==> src/wg_pkg.sv <==
// shared constants and types for the pin waveform timing block
package wg_pkg;

  // ==========================================================================
  // register map
  // ==========================================================================
  localparam logic [15:0] ADDR_PIN1_FOURTH = 16'h1086;
  localparam logic [15:0] ADDR_PIN0_FOURTH = 16'h1087;
  localparam logic [15:0] ADDR_PIN1_FIFTH = 16'h1088;
  localparam logic [15:0] ADDR_PIN0_FIFTH = 16'h1089;
  localparam logic [15:0] ADDR_PIN1_COUNT = 16'h108a;
  localparam logic [15:0] ADDR_PIN0_COUNT = 16'h108b;
  localparam logic [15:0] ADDR_PIN3_FIRST = 16'h108c;
  localparam logic [15:0] ADDR_PIN2_FIRST = 16'h108d;
  localparam logic [15:0] ADDR_PIN3_SECOND = 16'h108e;
  localparam logic [15:0] ADDR_PIN2_SECOND = 16'h108f;
  localparam logic [15:0] REG_BASE = ADDR_PIN1_FOURTH;
  localparam logic [15:0] REG_LAST = ADDR_PIN2_SECOND;
  localparam int NUM_REGS = 10;
  localparam logic [7:0] REG_RESET = 8'h00;
  localparam logic [7:0] UNMAPPED_READ = 8'h00;

  // register indices derived from the offsets
  localparam logic [3:0] IDX_PIN1_FOURTH = 4'(ADDR_PIN1_FOURTH - REG_BASE);
  localparam logic [3:0] IDX_PIN0_FOURTH = 4'(ADDR_PIN0_FOURTH - REG_BASE);
  localparam logic [3:0] IDX_PIN1_FIFTH = 4'(ADDR_PIN1_FIFTH - REG_BASE);
  localparam logic [3:0] IDX_PIN0_FIFTH = 4'(ADDR_PIN0_FIFTH - REG_BASE);
  localparam logic [3:0] IDX_PIN1_COUNT = 4'(ADDR_PIN1_COUNT - REG_BASE);
  localparam logic [3:0] IDX_PIN0_COUNT = 4'(ADDR_PIN0_COUNT - REG_BASE);
  localparam logic [3:0] IDX_PIN3_FIRST = 4'(ADDR_PIN3_FIRST - REG_BASE);
  localparam logic [3:0] IDX_PIN2_FIRST = 4'(ADDR_PIN2_FIRST - REG_BASE);
  localparam logic [3:0] IDX_PIN3_SECOND = 4'(ADDR_PIN3_SECOND - REG_BASE);
  localparam logic [3:0] IDX_PIN2_SECOND = 4'(ADDR_PIN2_SECOND - REG_BASE);

  // ==========================================================================
  // waveform shape and timing
  // ==========================================================================
  localparam int NUM_PINS = 4;
  localparam int NUM_SUBS = 5;
  localparam logic [2:0] FIRST_SUB = 3'h0;
  localparam logic [2:0] LAST_SUB = 3'h4;
  localparam logic [4:0] HIGH_SUBS = 5'h15; // pin high in subperiods 0,2,4
  localparam logic [15:0] ONE_PERIOD = 16'h0001;
  localparam logic [15:0] INFINITE_COUNT = 16'h0000;
  localparam int CLK_PERIOD_NS = 5;
  localparam int TICK_NS = 50; // one subperiod unit
  localparam int TICK_CYCLES = TICK_NS / CLK_PERIOD_NS;
  localparam logic [7:0] TICK_LAST = 8'(TICK_CYCLES - 1);

  // ==========================================================================
  // types
  // ==========================================================================
  typedef struct packed {
    logic [15:0] addr;
    logic [7:0] wdata;
    logic wr;
    logic rd;
  } reg_req_t;

  typedef logic [NUM_SUBS-1:0][15:0] sub_times_t;

  typedef enum logic [0:0] {
    CH_IDLE = 1'b0,
    CH_RUN = 1'b1
  } chan_state_t;

endpackage : wg_pkg

==> src/wg_channel.sv <==
// one waveform sequencer: five subperiods per period, counted periods
`timescale 1ns/1ps
module wg_channel
  import wg_pkg::*;
(
  input wire logic sys_clk,
  input wire logic nrst,
  input wire logic tick,
  input wire logic start,
  input wire logic stop,
  input wire logic [15:0] count_in,
  input wire sub_times_t times,
  output logic level,
  output logic [15:0] remaining
);

  chan_state_t state_reg, state_next;
  logic [2:0] sub_reg, sub_next;
  logic [15:0] timer_reg, timer_next;
  logic [15:0] remaining_reg, remaining_next;
  logic infinite_reg, infinite_next;

  // ==========================================================================
  // sequencing terms
  // ==========================================================================
  wire logic running = (state_reg == CH_RUN);
  wire logic sub_end = running && tick && (timer_reg >= times[sub_reg]);
  wire logic period_end = sub_end && (sub_reg == LAST_SUB);
  wire logic last_period = period_end && !infinite_reg &&
                           (remaining_reg == ONE_PERIOD);

  // next state: start reloads, stop halts, final period halts
  always_comb begin
    state_next = state_reg;
    sub_next = sub_reg;
    timer_next = timer_reg;
    remaining_next = remaining_reg;
    infinite_next = infinite_reg;
    if (stop) begin
      state_next = CH_IDLE;
    end else if (start) begin
      state_next = CH_RUN;
      sub_next = FIRST_SUB;
      timer_next = 16'h0000;
      remaining_next = count_in;
      infinite_next = (count_in == INFINITE_COUNT);
    end else if (sub_end) begin
      timer_next = 16'h0000;
      sub_next = period_end ? FIRST_SUB : 3'(sub_reg + 3'h1);
      if (period_end && !infinite_reg) begin
        remaining_next = 16'(remaining_reg - ONE_PERIOD);
      end
      if (last_period) begin
        state_next = CH_IDLE;
      end
    end else if (running && tick) begin
      timer_next = 16'(timer_reg + 16'h0001);
    end
  end

  // state registers
  always_ff @(posedge sys_clk) begin
    if (!nrst) begin
      state_reg <= CH_IDLE;
      sub_reg <= FIRST_SUB;
      timer_reg <= 16'h0000;
      remaining_reg <= 16'h0000;
      infinite_reg <= 1'b0;
    end else begin
      state_reg <= state_next;
      sub_reg <= sub_next;
      timer_reg <= timer_next;
      remaining_reg <= remaining_next;
      infinite_reg <= infinite_next;
    end
  end

  assign level = running && HIGH_SUBS[sub_reg];
  assign remaining = remaining_reg;
endmodule : wg_channel

==> src/wg_timing_regs.sv <==
// waveform timing registers and period counters for pins 0 to 3
// Notes on behaviour
// - pin1 fourth reg; 16-bit: pin0 fourth high byte
// - pin0 fourth reg; 16-bit: its low byte
// - pin1 fifth reg; 16-bit: pin0 fifth high byte
// - pin0 fifth reg; 16-bit: its low byte
// - count write sets periods before stop
// - zero count runs the waveform forever
// - count read returns periods still remaining
// - upper byte read first keeps 16-bit coherent
// - pin1 count is pin0 duration high byte in 16-bit mode
// - pin3/pin2 first subperiods, combined in 16-bit
// - pin3/pin2 second subperiods, combined in 16-bit
// - pin2 first reg alone in 8-bit mode
`timescale 1ns/1ps
module wg_timing_regs
  import wg_pkg::*;
(
  input wire logic sys_clk,
  input wire logic nrst,
  input wire reg_req_t bus_req,
  output logic [7:0] reg_rdata,
  input wire logic [1:0] mode_16bit,
  input wire logic [2:0][1:0][7:0] pair01_early_sub,
  input wire logic [2:0][1:0][7:0] pair23_late_sub,
  input wire logic [1:0][7:0] pair23_count,
  input wire logic pair23_load,
  output logic [3:0] waveform_pin
);

  // ==========================================================================
  // register decode
  // ==========================================================================
  logic [7:0] regs_reg [NUM_REGS];
  logic [7:0] rdata_reg, rdata_next;
  logic [7:0] snap_reg, snap_next;
  logic snap_valid_reg, snap_valid_next;
  logic [3:0] pin_reg;
  logic [1:0] mode_prev_reg;
  logic [7:0] tick_cnt_reg;
  logic tick_reg;

  // address hit and register index
  wire logic addr_hit = (bus_req.addr >= REG_BASE) &&
                        (bus_req.addr <= REG_LAST);
  wire logic [15:0] addr_off = 16'(bus_req.addr - REG_BASE);
  wire logic [3:0] reg_idx = addr_off[3:0];
  wire logic wr_hit = bus_req.wr && addr_hit;
  wire logic rd_hit = bus_req.rd && addr_hit;

  // strobes for the two period count registers
  wire logic wr_pin0_count = wr_hit && (reg_idx == IDX_PIN0_COUNT);
  wire logic wr_pin1_count = wr_hit && (reg_idx == IDX_PIN1_COUNT);
  wire logic rd_pin0_count = rd_hit && (reg_idx == IDX_PIN0_COUNT);
  wire logic rd_pin1_count = rd_hit && (reg_idx == IDX_PIN1_COUNT);

  // ==========================================================================
  // register storage
  // ==========================================================================
  // one byte register per entry, written when the index matches
  genvar r;
  generate
    for (r = 0; r < NUM_REGS; r++) begin : g_regs
      always_ff @(posedge sys_clk) begin
        if (!nrst) begin
          regs_reg[r] <= REG_RESET;
        end else if (wr_hit && (reg_idx == 4'(r))) begin
          regs_reg[r] <= bus_req.wdata;
        end
      end
    end
  endgenerate

  // ==========================================================================
  // subperiod byte matrix, per pin and subperiod
  // ==========================================================================
  logic [7:0] sub_byte [NUM_PINS][NUM_SUBS];

  // pins 0/1 early and pins 2/3 late subperiods come from neighbouring logic
  genvar k;
  generate
    for (k = 0; k < 3; k++) begin : g_early
      assign sub_byte[0][k] = pair01_early_sub[k][0];
      assign sub_byte[1][k] = pair01_early_sub[k][1];
      assign sub_byte[2][k+2] = pair23_late_sub[k][0];
      assign sub_byte[3][k+2] = pair23_late_sub[k][1];
    end
  endgenerate

  // pins 0/1: fourth and fifth subperiods from this register set
  assign sub_byte[1][3] = regs_reg[IDX_PIN1_FOURTH];
  assign sub_byte[0][3] = regs_reg[IDX_PIN0_FOURTH];
  assign sub_byte[1][4] = regs_reg[IDX_PIN1_FIFTH];
  assign sub_byte[0][4] = regs_reg[IDX_PIN0_FIFTH];

  // pins 2/3: first and second subperiods from this register set
  assign sub_byte[3][0] = regs_reg[IDX_PIN3_FIRST];
  assign sub_byte[2][0] = regs_reg[IDX_PIN2_FIRST];
  assign sub_byte[3][1] = regs_reg[IDX_PIN3_SECOND];
  assign sub_byte[2][1] = regs_reg[IDX_PIN2_SECOND];

  // ==========================================================================
  // subperiod unit divider
  // ==========================================================================
  // one-cycle tick every TICK_CYCLES clocks
  always_ff @(posedge sys_clk) begin
    if (!nrst) begin
      tick_cnt_reg <= 8'h00;
      tick_reg <= 1'b0;
    end else begin
      tick_cnt_reg <= (tick_cnt_reg == TICK_LAST) ? 8'h00 :
                      8'(tick_cnt_reg + 8'h01);
      tick_reg <= (tick_cnt_reg == TICK_LAST);
    end
  end

  // ==========================================================================
  // channel controls
  // ==========================================================================
  sub_times_t chan_times [NUM_PINS];
  logic [15:0] chan_count [NUM_PINS];
  logic [15:0] chan_rem [NUM_PINS];
  logic [NUM_PINS-1:0] chan_start;
  logic [NUM_PINS-1:0] chan_stop;
  logic [NUM_PINS-1:0] chan_level;
  wire logic [1:0] mode_change = mode_16bit ^ mode_prev_reg;

  // remember the pair modes so a change halts both channels
  always_ff @(posedge sys_clk) begin
    if (!nrst) begin
      mode_prev_reg <= 2'h0;
    end else begin
      mode_prev_reg <= mode_16bit;
    end
  end

  // period count loads; pin0 16-bit loads on the low byte write, pin2 16-bit on pair23_load
  assign chan_count[0] = mode_16bit[0] ?
    {regs_reg[IDX_PIN1_COUNT], bus_req.wdata} :
    {8'h00, bus_req.wdata};
  assign chan_count[1] = {8'h00, bus_req.wdata};
  assign chan_count[2] = mode_16bit[1] ?
    {pair23_count[1], pair23_count[0]} : {8'h00, pair23_count[0]};
  assign chan_count[3] = {8'h00, pair23_count[1]};
  assign chan_start[0] = wr_pin0_count;
  assign chan_start[1] = wr_pin1_count && !mode_16bit[0];
  assign chan_start[2] = pair23_load;
  assign chan_start[3] = pair23_load && !mode_16bit[1];

  // per pin: assemble times, halt odd pin in 16-bit mode
  genvar p;
  generate
    for (p = 0; p < NUM_PINS; p++) begin : g_pins
      for (k = 0; k < NUM_SUBS; k++) begin : g_sub
        if (p % 2 == 0) begin : g_even
          assign chan_times[p][k] = mode_16bit[p/2] ?
            {sub_byte[p+1][k], sub_byte[p][k]} :
            {8'h00, sub_byte[p][k]};
        end else begin : g_odd
          assign chan_times[p][k] = {8'h00, sub_byte[p][k]};
        end
      end
      if (p % 2 == 0) begin : g_stop_even
        assign chan_stop[p] = mode_change[p/2];
      end else begin : g_stop_odd
        assign chan_stop[p] = mode_change[p/2] || mode_16bit[p/2];
      end

      wg_channel u_chan (
        .sys_clk(sys_clk),
        .nrst(nrst),
        .tick(tick_reg),
        .start(chan_start[p]),
        .stop(chan_stop[p]),
        .count_in(chan_count[p]),
        .times(chan_times[p]),
        .level(chan_level[p]),
        .remaining(chan_rem[p])
      );
    end
  endgenerate

  // ==========================================================================
  // read path
  // ==========================================================================
  // count registers show what is left; others show the stored byte
  wire logic [7:0] rem1_byte = mode_16bit[0] ? chan_rem[0][15:8] :
                               chan_rem[1][7:0];
  wire logic [7:0] rem0_byte = (mode_16bit[0] && snap_valid_reg) ?
                               snap_reg : chan_rem[0][7:0];
  wire logic [7:0] store_byte = regs_reg[reg_idx];
  wire logic [7:0] read_byte =
    !addr_hit ? UNMAPPED_READ :
    (reg_idx == IDX_PIN1_COUNT) ? rem1_byte :
    (reg_idx == IDX_PIN0_COUNT) ? rem0_byte : store_byte;

  // upper byte read freezes the lower byte until it is read
  assign snap_next = (rd_pin1_count && mode_16bit[0]) ?
                     chan_rem[0][7:0] : snap_reg;
  assign snap_valid_next =
    (rd_pin1_count && mode_16bit[0]) ? 1'b1 :
    (rd_pin0_count || !mode_16bit[0]) ? 1'b0 : snap_valid_reg;
  assign rdata_next = bus_req.rd ? read_byte : rdata_reg;

  // read data, snapshot and pin output registers
  always_ff @(posedge sys_clk) begin
    if (!nrst) begin
      rdata_reg <= 8'h00;
      snap_reg <= 8'h00;
      snap_valid_reg <= 1'b0;
      pin_reg <= 4'h0;
    end else begin
      rdata_reg <= rdata_next;
      snap_reg <= snap_next;
      snap_valid_reg <= snap_valid_next;
      pin_reg <= chan_level;
    end
  end

  assign reg_rdata = rdata_reg;
  assign waveform_pin = pin_reg;
endmodule : wg_timing_regs

==> config.mk <==
export PLATFORM = sky130hd
export DESIGN_NAME = wg_timing_regs
export DESIGN_NICKNAME = d
export VERILOG_FILES = /design/src/wg_pkg.sv /design/src/wg_channel.sv /design/src/wg_timing_regs.sv
export SDC_FILE = /design/constraint.sdc
export NUM_CORES = 1
export LEC_CHECK = 0
export BUFFER_PORTS_ARGS = -buffer_cell sky130_fd_sc_hd__buf_2
export CAP_MARGIN = 10
export CORE_MARGIN = 1
export CORE_UTILIZATION = 50
export DETAILED_ROUTE_END_ITERATION = 16
export GPL_TIMING_DRIVEN = 0
export PLACE_DENSITY = 0.67
export RECOVER_POWER = 100
export SYNTH_ARGS = -nofsm -noshare
export SYNTH_HDL_FRONTEND = slang
export SYNTH_SLANG_ARGS = --single-unit
export TNS_END_PERCENT = 1
==> constraint.sdc <==
create_clock -name sys_clk -period 5.4 [get_ports sys_clk]
set_clock_uncertainty 0.1 [all_clocks]
set_input_delay 0.81 -clock sys_clk [delete_from_list [all_inputs] [get_ports sys_clk]]
set_output_delay 0.81 -clock sys_clk [all_outputs]
set_load 0.02 [all_outputs]
; ---- Yosys cells after proc, flatten, opt, wreduce, memory -nomap -nowiden
; Memory sizes are Yosys's and may differ from the RTL's. A register that Yosys moved wholly into a read port is not among the register bits.
; Cells that the tools add are included.
[word_totals]
ff_bits = 180
mem_bits_rw = 80
mem_bits_ro = 32
in_bits = 143
output_inout_bits = 12
wordCells = 317
n_memories = 5
[mem_list]
columns = name, depth, word_bits, read_ports, rd_ports_with_merged_regs, wr, line
row1 = regs_reg, 10, 8, 10, 0, 10, wg_timing_regs.sv:34  ; logic [7:0] regs_reg [NUM_REGS];
row2 = (no name shown), 8, 1, 1, 1, 0, wg_channel.sv:78  ; assign level = running && HIGH_SUBS[sub_reg];
row3 = (no name shown), 8, 1, 1, 1, 0, wg_channel.sv:78
row4 = (no name shown), 8, 1, 1, 1, 0, wg_channel.sv:78
row5 = (no name shown), 8, 1, 1, 1, 0, wg_channel.sv:78
[classes]
add_sub_neg = 14
order_cmp = 10
n_eq_ne = 18
muxes = 128
bitwise = 16
reduce_logical = 99
[ops]
columns = cell, count
row1 = $mux W16, 40
row2 = $bmux W16 S3, 4
row3 = $mux W8, 15
row4 = $add A16 B1 Y16 const B, 4
row5 = $eq A16 B1 Y1 const B, 4
row6 = $ge A16 B16 Y1, 4
row7 = $logic_not A16 Y1, 4
row8 = $sub A16 B1 Y16 const B, 4
row9 = $mux W3, 20
row10 = $mux W1, 49
row11 = $logic_and A1 B1 Y1, 43
row12 = $reduce_and A2 Y1, 16
row13 = $reduce_bool A2 Y1, 13
row14 = $eq A4 B3 Y1 const B, 4
row15 = $ge A16 B13 Y1 const B, 1
row16 = $le A16 B13 Y1 const B, 1
row17 = $lt A3 B4 Y1 const B, 4
row18 = $add A3 B1 Y3 const B, 4
row19 = $eq A3 B3 Y1 const B, 4
row20 = $reduce_and A3 Y1, 4
row21 = $reduce_bool A3 Y1, 4
row22 = $or A1 B1 Y1, 10
row23 = $reduce_or A2 Y1, 5
row24 = $add A8 B1 Y8 const B, 1
row25 = other kinds (10), 23

; ---- Logic depth before layout (Yosys ltp)
; An unclocked memory read counts as a cell.
[logic_depth]
word_depth = 12
depth_mapped = 16
ltp_nobuf = 13

; ---- By module
; Synthesis repeated with hierarchy kept, for this count alone.
[hier_totals]
hier_cells = 2153
area_unflattened_um2 = 17750.8
[by_module_without_submodules]
columns = module, instances, cells_each, area_each_um2, seq_area_each_um2
row1 = wg_channel at g_pins[0].u_chan ..., 3, 404, 3034.2, 760.7
row2 = wg_timing_regs, 1, 531, 5536.6, 2802.7
row3 = wg_channel at g_pins[3].u_chan, 1, 410, 3111.7, 760.7

; ---- Least setup slack after synthesis
; OpenSTA, ideal clock, no wires.
[synth_path]
path_type = in2reg
from = input mode_16bit[0]
to = register g_pins[0].u_chan.remaining_reg[2]
setup_ps = 117
arrival_ps = 3849
required_ps = 5183
slack_ps = 1333
path_stages = 13
path_buffers = 4
path_cell_list = clkbuf_1 > buf_1 > buf_1 > nand2_1 > ha_1 > a211oi_1 > nor2_1 > or3_1 > a211oi_2 > nor2_1 > clkbuf_1 > a22o_1 > a32o_1
[synth_between]
elab_chain_len = 9
elab_cells_between_ends = 16
classes_between = order compare: 1 / mux: 7 / bitwise: 2 / reduce/logical: 6
[synth_lines]
columns = item, line
row1 = from (decl), wg_timing_regs.sv:23  ; input wire logic [1:0] mode_16bit,
row2 = $mux W16, wg_timing_regs.sv:156  ; assign chan_times[p][k] = mode_16bit[p/2] ?
row3 = $bmux W16 S3, wg_channel.sv:27  ; wire logic sub_end = running && tick && (timer_reg >= times[sub_reg]);
row4 = $mux W16 (implied by the code), wg_channel.sv:27
row5 = $ge A16 B16 Y1, wg_channel.sv:27
row6 = $logic_and A1 B1 Y1, wg_channel.sv:27
row7 = $logic_and A1 B1 Y1, wg_channel.sv:28  ; wire logic period_end = sub_end && (sub_reg == LAST_SUB);
row8 = $logic_and A1 B1 Y1, wg_channel.sv:50  ; if (period_end && !infinite_reg) begin
row9 = $reduce_bool A2 Y1 (no line), --
row10 = $reduce_and A3 Y1 (no line) (*), --
row11 = to (signal assigned), wg_channel.sv:73  ; remaining_reg <= remaining_next;
row12 = to (decl), wg_channel.sv:20  ; logic [15:0] remaining_reg, remaining_next;
; Every way passes the cells marked *; elsewhere a longest branch is shown, timed or not. The select of a mux whose other input is x is not followed.
; A chain may end at the register's enable or synchronous reset.

; ---- Worst setup path in the final report
[layout_path]
from = register g_pins[2].u_chan.sub_reg[0]
to = register g_pins[2].u_chan.timer_reg[15]
[layout_between]
elab_chain_len = 6
elab_cells_between_ends = 8
classes_between = order compare: 1 / mux: 4 / reduce/logical: 3
[layout_lines]
columns = item, line
row1 = from (decl), wg_channel.sv:18  ; logic [2:0] sub_reg, sub_next;
row2 = from (signal assigned), wg_channel.sv:71  ; sub_reg <= sub_next;
row3 = $bmux W16 S3 (*), wg_channel.sv:27
row4 = $mux W16 (implied by the code) (*), wg_channel.sv:27
row5 = $ge A16 B16 Y1 (*), wg_channel.sv:27
row6 = $logic_and A1 B1 Y1 (*), wg_channel.sv:27
row7 = $reduce_bool A3 Y1 (no line) or $mux W16 (tied branches), --
row8 = $reduce_and A2 Y1 (no line) or $mux W16 (tied branches), --
row9 = to (signal assigned), wg_channel.sv:72  ; timer_reg <= timer_next;
row10 = to (decl), wg_channel.sv:19  ; logic [15:0] timer_reg, timer_next;
; Marked as above.

==> metrics.md <==
| Metric | Value |
|---|---|
| Syn Area/Cell | `8.62 µm²` |
| IO buf count | `152` |
| Vias in the first global route | `14400` |
| Pleak | `6.57 nW` |
| Vias/cell | `6.18` |
| Die Y | `180 µm` |
| Top cell type's share of synthesized area | `0.232` |
| Max Slew Vio Count | `36` |
| Pwr dens | `264 mW/mm²` |
| Max reg flops | `72` |
| CTS Root Cell | `clkbuf_16` |
| Post-Syn Instances | `1843` |
| GRT Overall Usage | `0.312` |
| Share of layout cells above drive strength 1 | `0.120` |
| 1st-iter DRT viols | `1335` |
| Vias | `15100` |
| Final min period | `5.00 ns` |
| CTS Buf Count | `30` |
| WL/cell | `21.3 µm` |
| Area Growth Syn to Fin | `14.4%` |
| Maximum buffer depth of the clock tree | `3` |
| Ys async rst share | `0` |
| H-tree levels | `1` |
| Num rows | `64` |
| DRT Pass-1 Iters | `7` |
| First-pass GRT wire length | `79900 µm` |
| Status | `complete, but fails checks` |
| Worst VDD drop | `0.000267 V` |
| Dpl ws | `0.0953 ns` |
| Post-synth EDFFs | `72` |
| Most frequent cell after synthesis | `nor2_1` |
| Post-Layout Cell Count | `2450` |
| Placed Instances | `2392` |
| Area of the die | `0.0325 mm²` |
| WP data arrival | `5.34 ns` |
| Setup total negative slack | `0 ns` |
| Synthesized Nets | `2059` |
| Tot Pwr | `4.79 mW` |
| CP Capture Type | `flop` |
| Hold Crit Class | `flop to flop` |
| CP max FO | `10` |
| Final hold vios | `0` |
| Detailed-route DRC error count | `0` |
| Worst slew pin tran | `1.77 ns` |
| Register Area | `0.00585 mm²` |
| Largest net degree at the start of global routing | `15` |
| Critical Path RT | `5.74 ns` |
| Final GP Congestion | `1.04` |
| Clock transition at path regs | `0.06 ns` |
| Antenna Cells | `0` |
| Yosys Warn Count | `0` |
| Hold slack | `0.369 ns` |
| Max-Cap Viols | `4` |
| Layout fillers | `2877` |
| Register area share after synthesis | `0.368` |
| Gr ovfl total | `0` |
| CTS Sinks | `256` |
| Overall die width | `180 µm` |
| Clk Latency, worst-skew pair | `0.58 ns` |
| Synth area leader | `dfxtp_1` |
| Worst slew margin | `-0.194` |
| Worst setup SP type | `flop` |
| Final setup margin | `0.399 ns` |
| Ys flop type | `dfxtp_1` |
| Violated checks | `max-capacitance violations, max-slew violations` |
| RSZ-0062 raised after global routing | `no` |
| DRT antenna net count | `0` |
| Yosys cell types | `78` |
| Nets | `2247` |
| IO Count | `155` |
| Fin crit share | `0.926` |
| CTS tree | `yes` |
| Netlist Area Pre-Place | `0.0159 mm²` |
| Initial Utilization | `0.514` |
| Area of the multi-input gates | `0.00937 mm²` |
| F_max | `200 MHz` |
| Ranking of synthesized cells by area | `dfxtp_1 23%, edfxtp_1 14%, ha_1 5.8%` |
| WS Path Type | `flop to flop` |
| Post-synth top cells | `187 x nor2_1, 184 x dfxtp_1, 179 x nand2_1` |
| Detail Placement HPWL | `40000 µm` |
| Yosys reg bits | `256` |
| CORE AREA | `0.0309 mm²` |
| Final setup vio count | `0` |
| Initial antenna violation count | `0` |
| Routed WL | `52100 µm` |
==> critical path, stage by stage, from the launching register on <==
cell and delay (ns):
dfxtp_1 0.36, clkbuf_1 0.57, clkbuf_2 0.49, clkbuf_1 0.46, mux2i_1 0.25, o22ai_1 0.09, ha_1 0.29, nand2b_1 0.09
a211oi_1 0.06, o211ai_1 0.17, a31oi_1 0.34, or2_2 0.43, a22oi_1 0.66, clkbuf_1 0.40, nor2_1 0.09
==> cells in the final DEF (no fill, tap or decap), types with 6 or more instances in the layout <==
cell type	Yosys	routed
a31oi_1	26	26
mux2i_1	69	69
nor2b_1	16	16
o41ai_1	9	9
buf_1	19	12
nor2_1	187	187
o31ai_1	16	16
or4_1	15	16
nor3_1	52	53
and2_0	0	56
xor2_1	37	37
and2_1	78	22
mux4_2	33	33
or3_1	10	10
clkbuf_16	0	32
o22ai_1	13	13
o21ai_0	115	117
nand2_1	179	179
dfxtp_1	184	184
a21o_1	6	6
xnor2_1	25	25
inv_1	57	58
nand4b_1	6	6
nand4_1	30	30
buf_2	4	139
nand3_1	81	81
a21oi_1	112	112
mux2_2	10	7
clkbuf_1	81	115
a211oi_1	23	23
nand2b_1	24	24
ha_1	73	73
and3_1	29	29
nor4_1	34	34
o211ai_1	12	12
edfxtp_1	72	72
==> area by class of cell <==
class,count,share of cell area
buffer,105,0.0224
clock buffer,42,0.0478
clock inverter,13,0.0109
inverter,60,0.0124
multi-input combinational,1422,0.516
sequential,256,0.322
tap,396,0.0273
timing repair buffer,156,0.0416
==> power by group <==
part	switching, mW	leakage, nW	internal [mW]	total (mW)
Combinational	0.330	3.88	0.183	0.513
Sequential	0.0506	2.17	2.02	2.07
Clock	0.851	0.517	1.36	2.21
==> per-layer routing <==
layer  vias up  share of wire  GRT usage
li1       7130              -          -
met5         -              0          0
met1      7197           0.42      0.400
met3       130          0.077     0.0487
met2       679           0.46      0.528
met4         0          0.042      0.122
==> cell families (layout without fill, tap and decap cells) <==
| family | Yosys count | after routing | share of synthesized area |
|---|---|---|---|
| flip-flops | 256 | 256 | 0.368 |
| XOR/XNOR | 62 | 62 | 0.0342 |
| adder cells (fa/ha/maj) | 73 | 73 | 0.0575 |
| buffers and inverters | 165 | 376 | 0.0398 |
| AND/OR/NAND/NOR | 775 | 775 | 0.247 |
| multiplexers | 112 | 112 | 0.0974 |
| AO/OA/AOI/OAI | 400 | 400 | 0.156 |
==> repair_timing <==
| item | in CTS | in global routing |
|---|---|---|
| resized for setup | 0 | 4 |
| hold buffers | 0 | 0 |
| buffers inserted | 0 | 0 |
| setup endpoints to repair | 0 | 28 |
==> path summary, 6_finish.rpt <==
| kind | from | end | slack, ns | cells after the start |
|---|---|---|---|---|
| setup reg to reg | g_pins[2].u_chan.sub_reg[0] | g_pins[2].u_chan.timer_reg[15] | 0.40 | 14 |
| setup / recovery | g_pins[2].u_chan.sub_reg[0] | g_pins[2].u_chan.timer_reg[15] | 0.40 | 14 |
| hold / removal | flop | waveform_pin[3] | 0.37 | 1 |
| hold reg to reg | flop | waveform_pin[3] | 0.37 | 1 |
==> metrics by stage <==
stage          utilization  instance area, µm²
6_report             0.588               18200
5_1_grt              0.588               18200
4_1_cts              0.590               18200
3_5_place_dp         0.555               17200
3_3_place_gp         0.554               17100
2_1_floorplan            -               15900
Power figures use the tool's default switching activity.
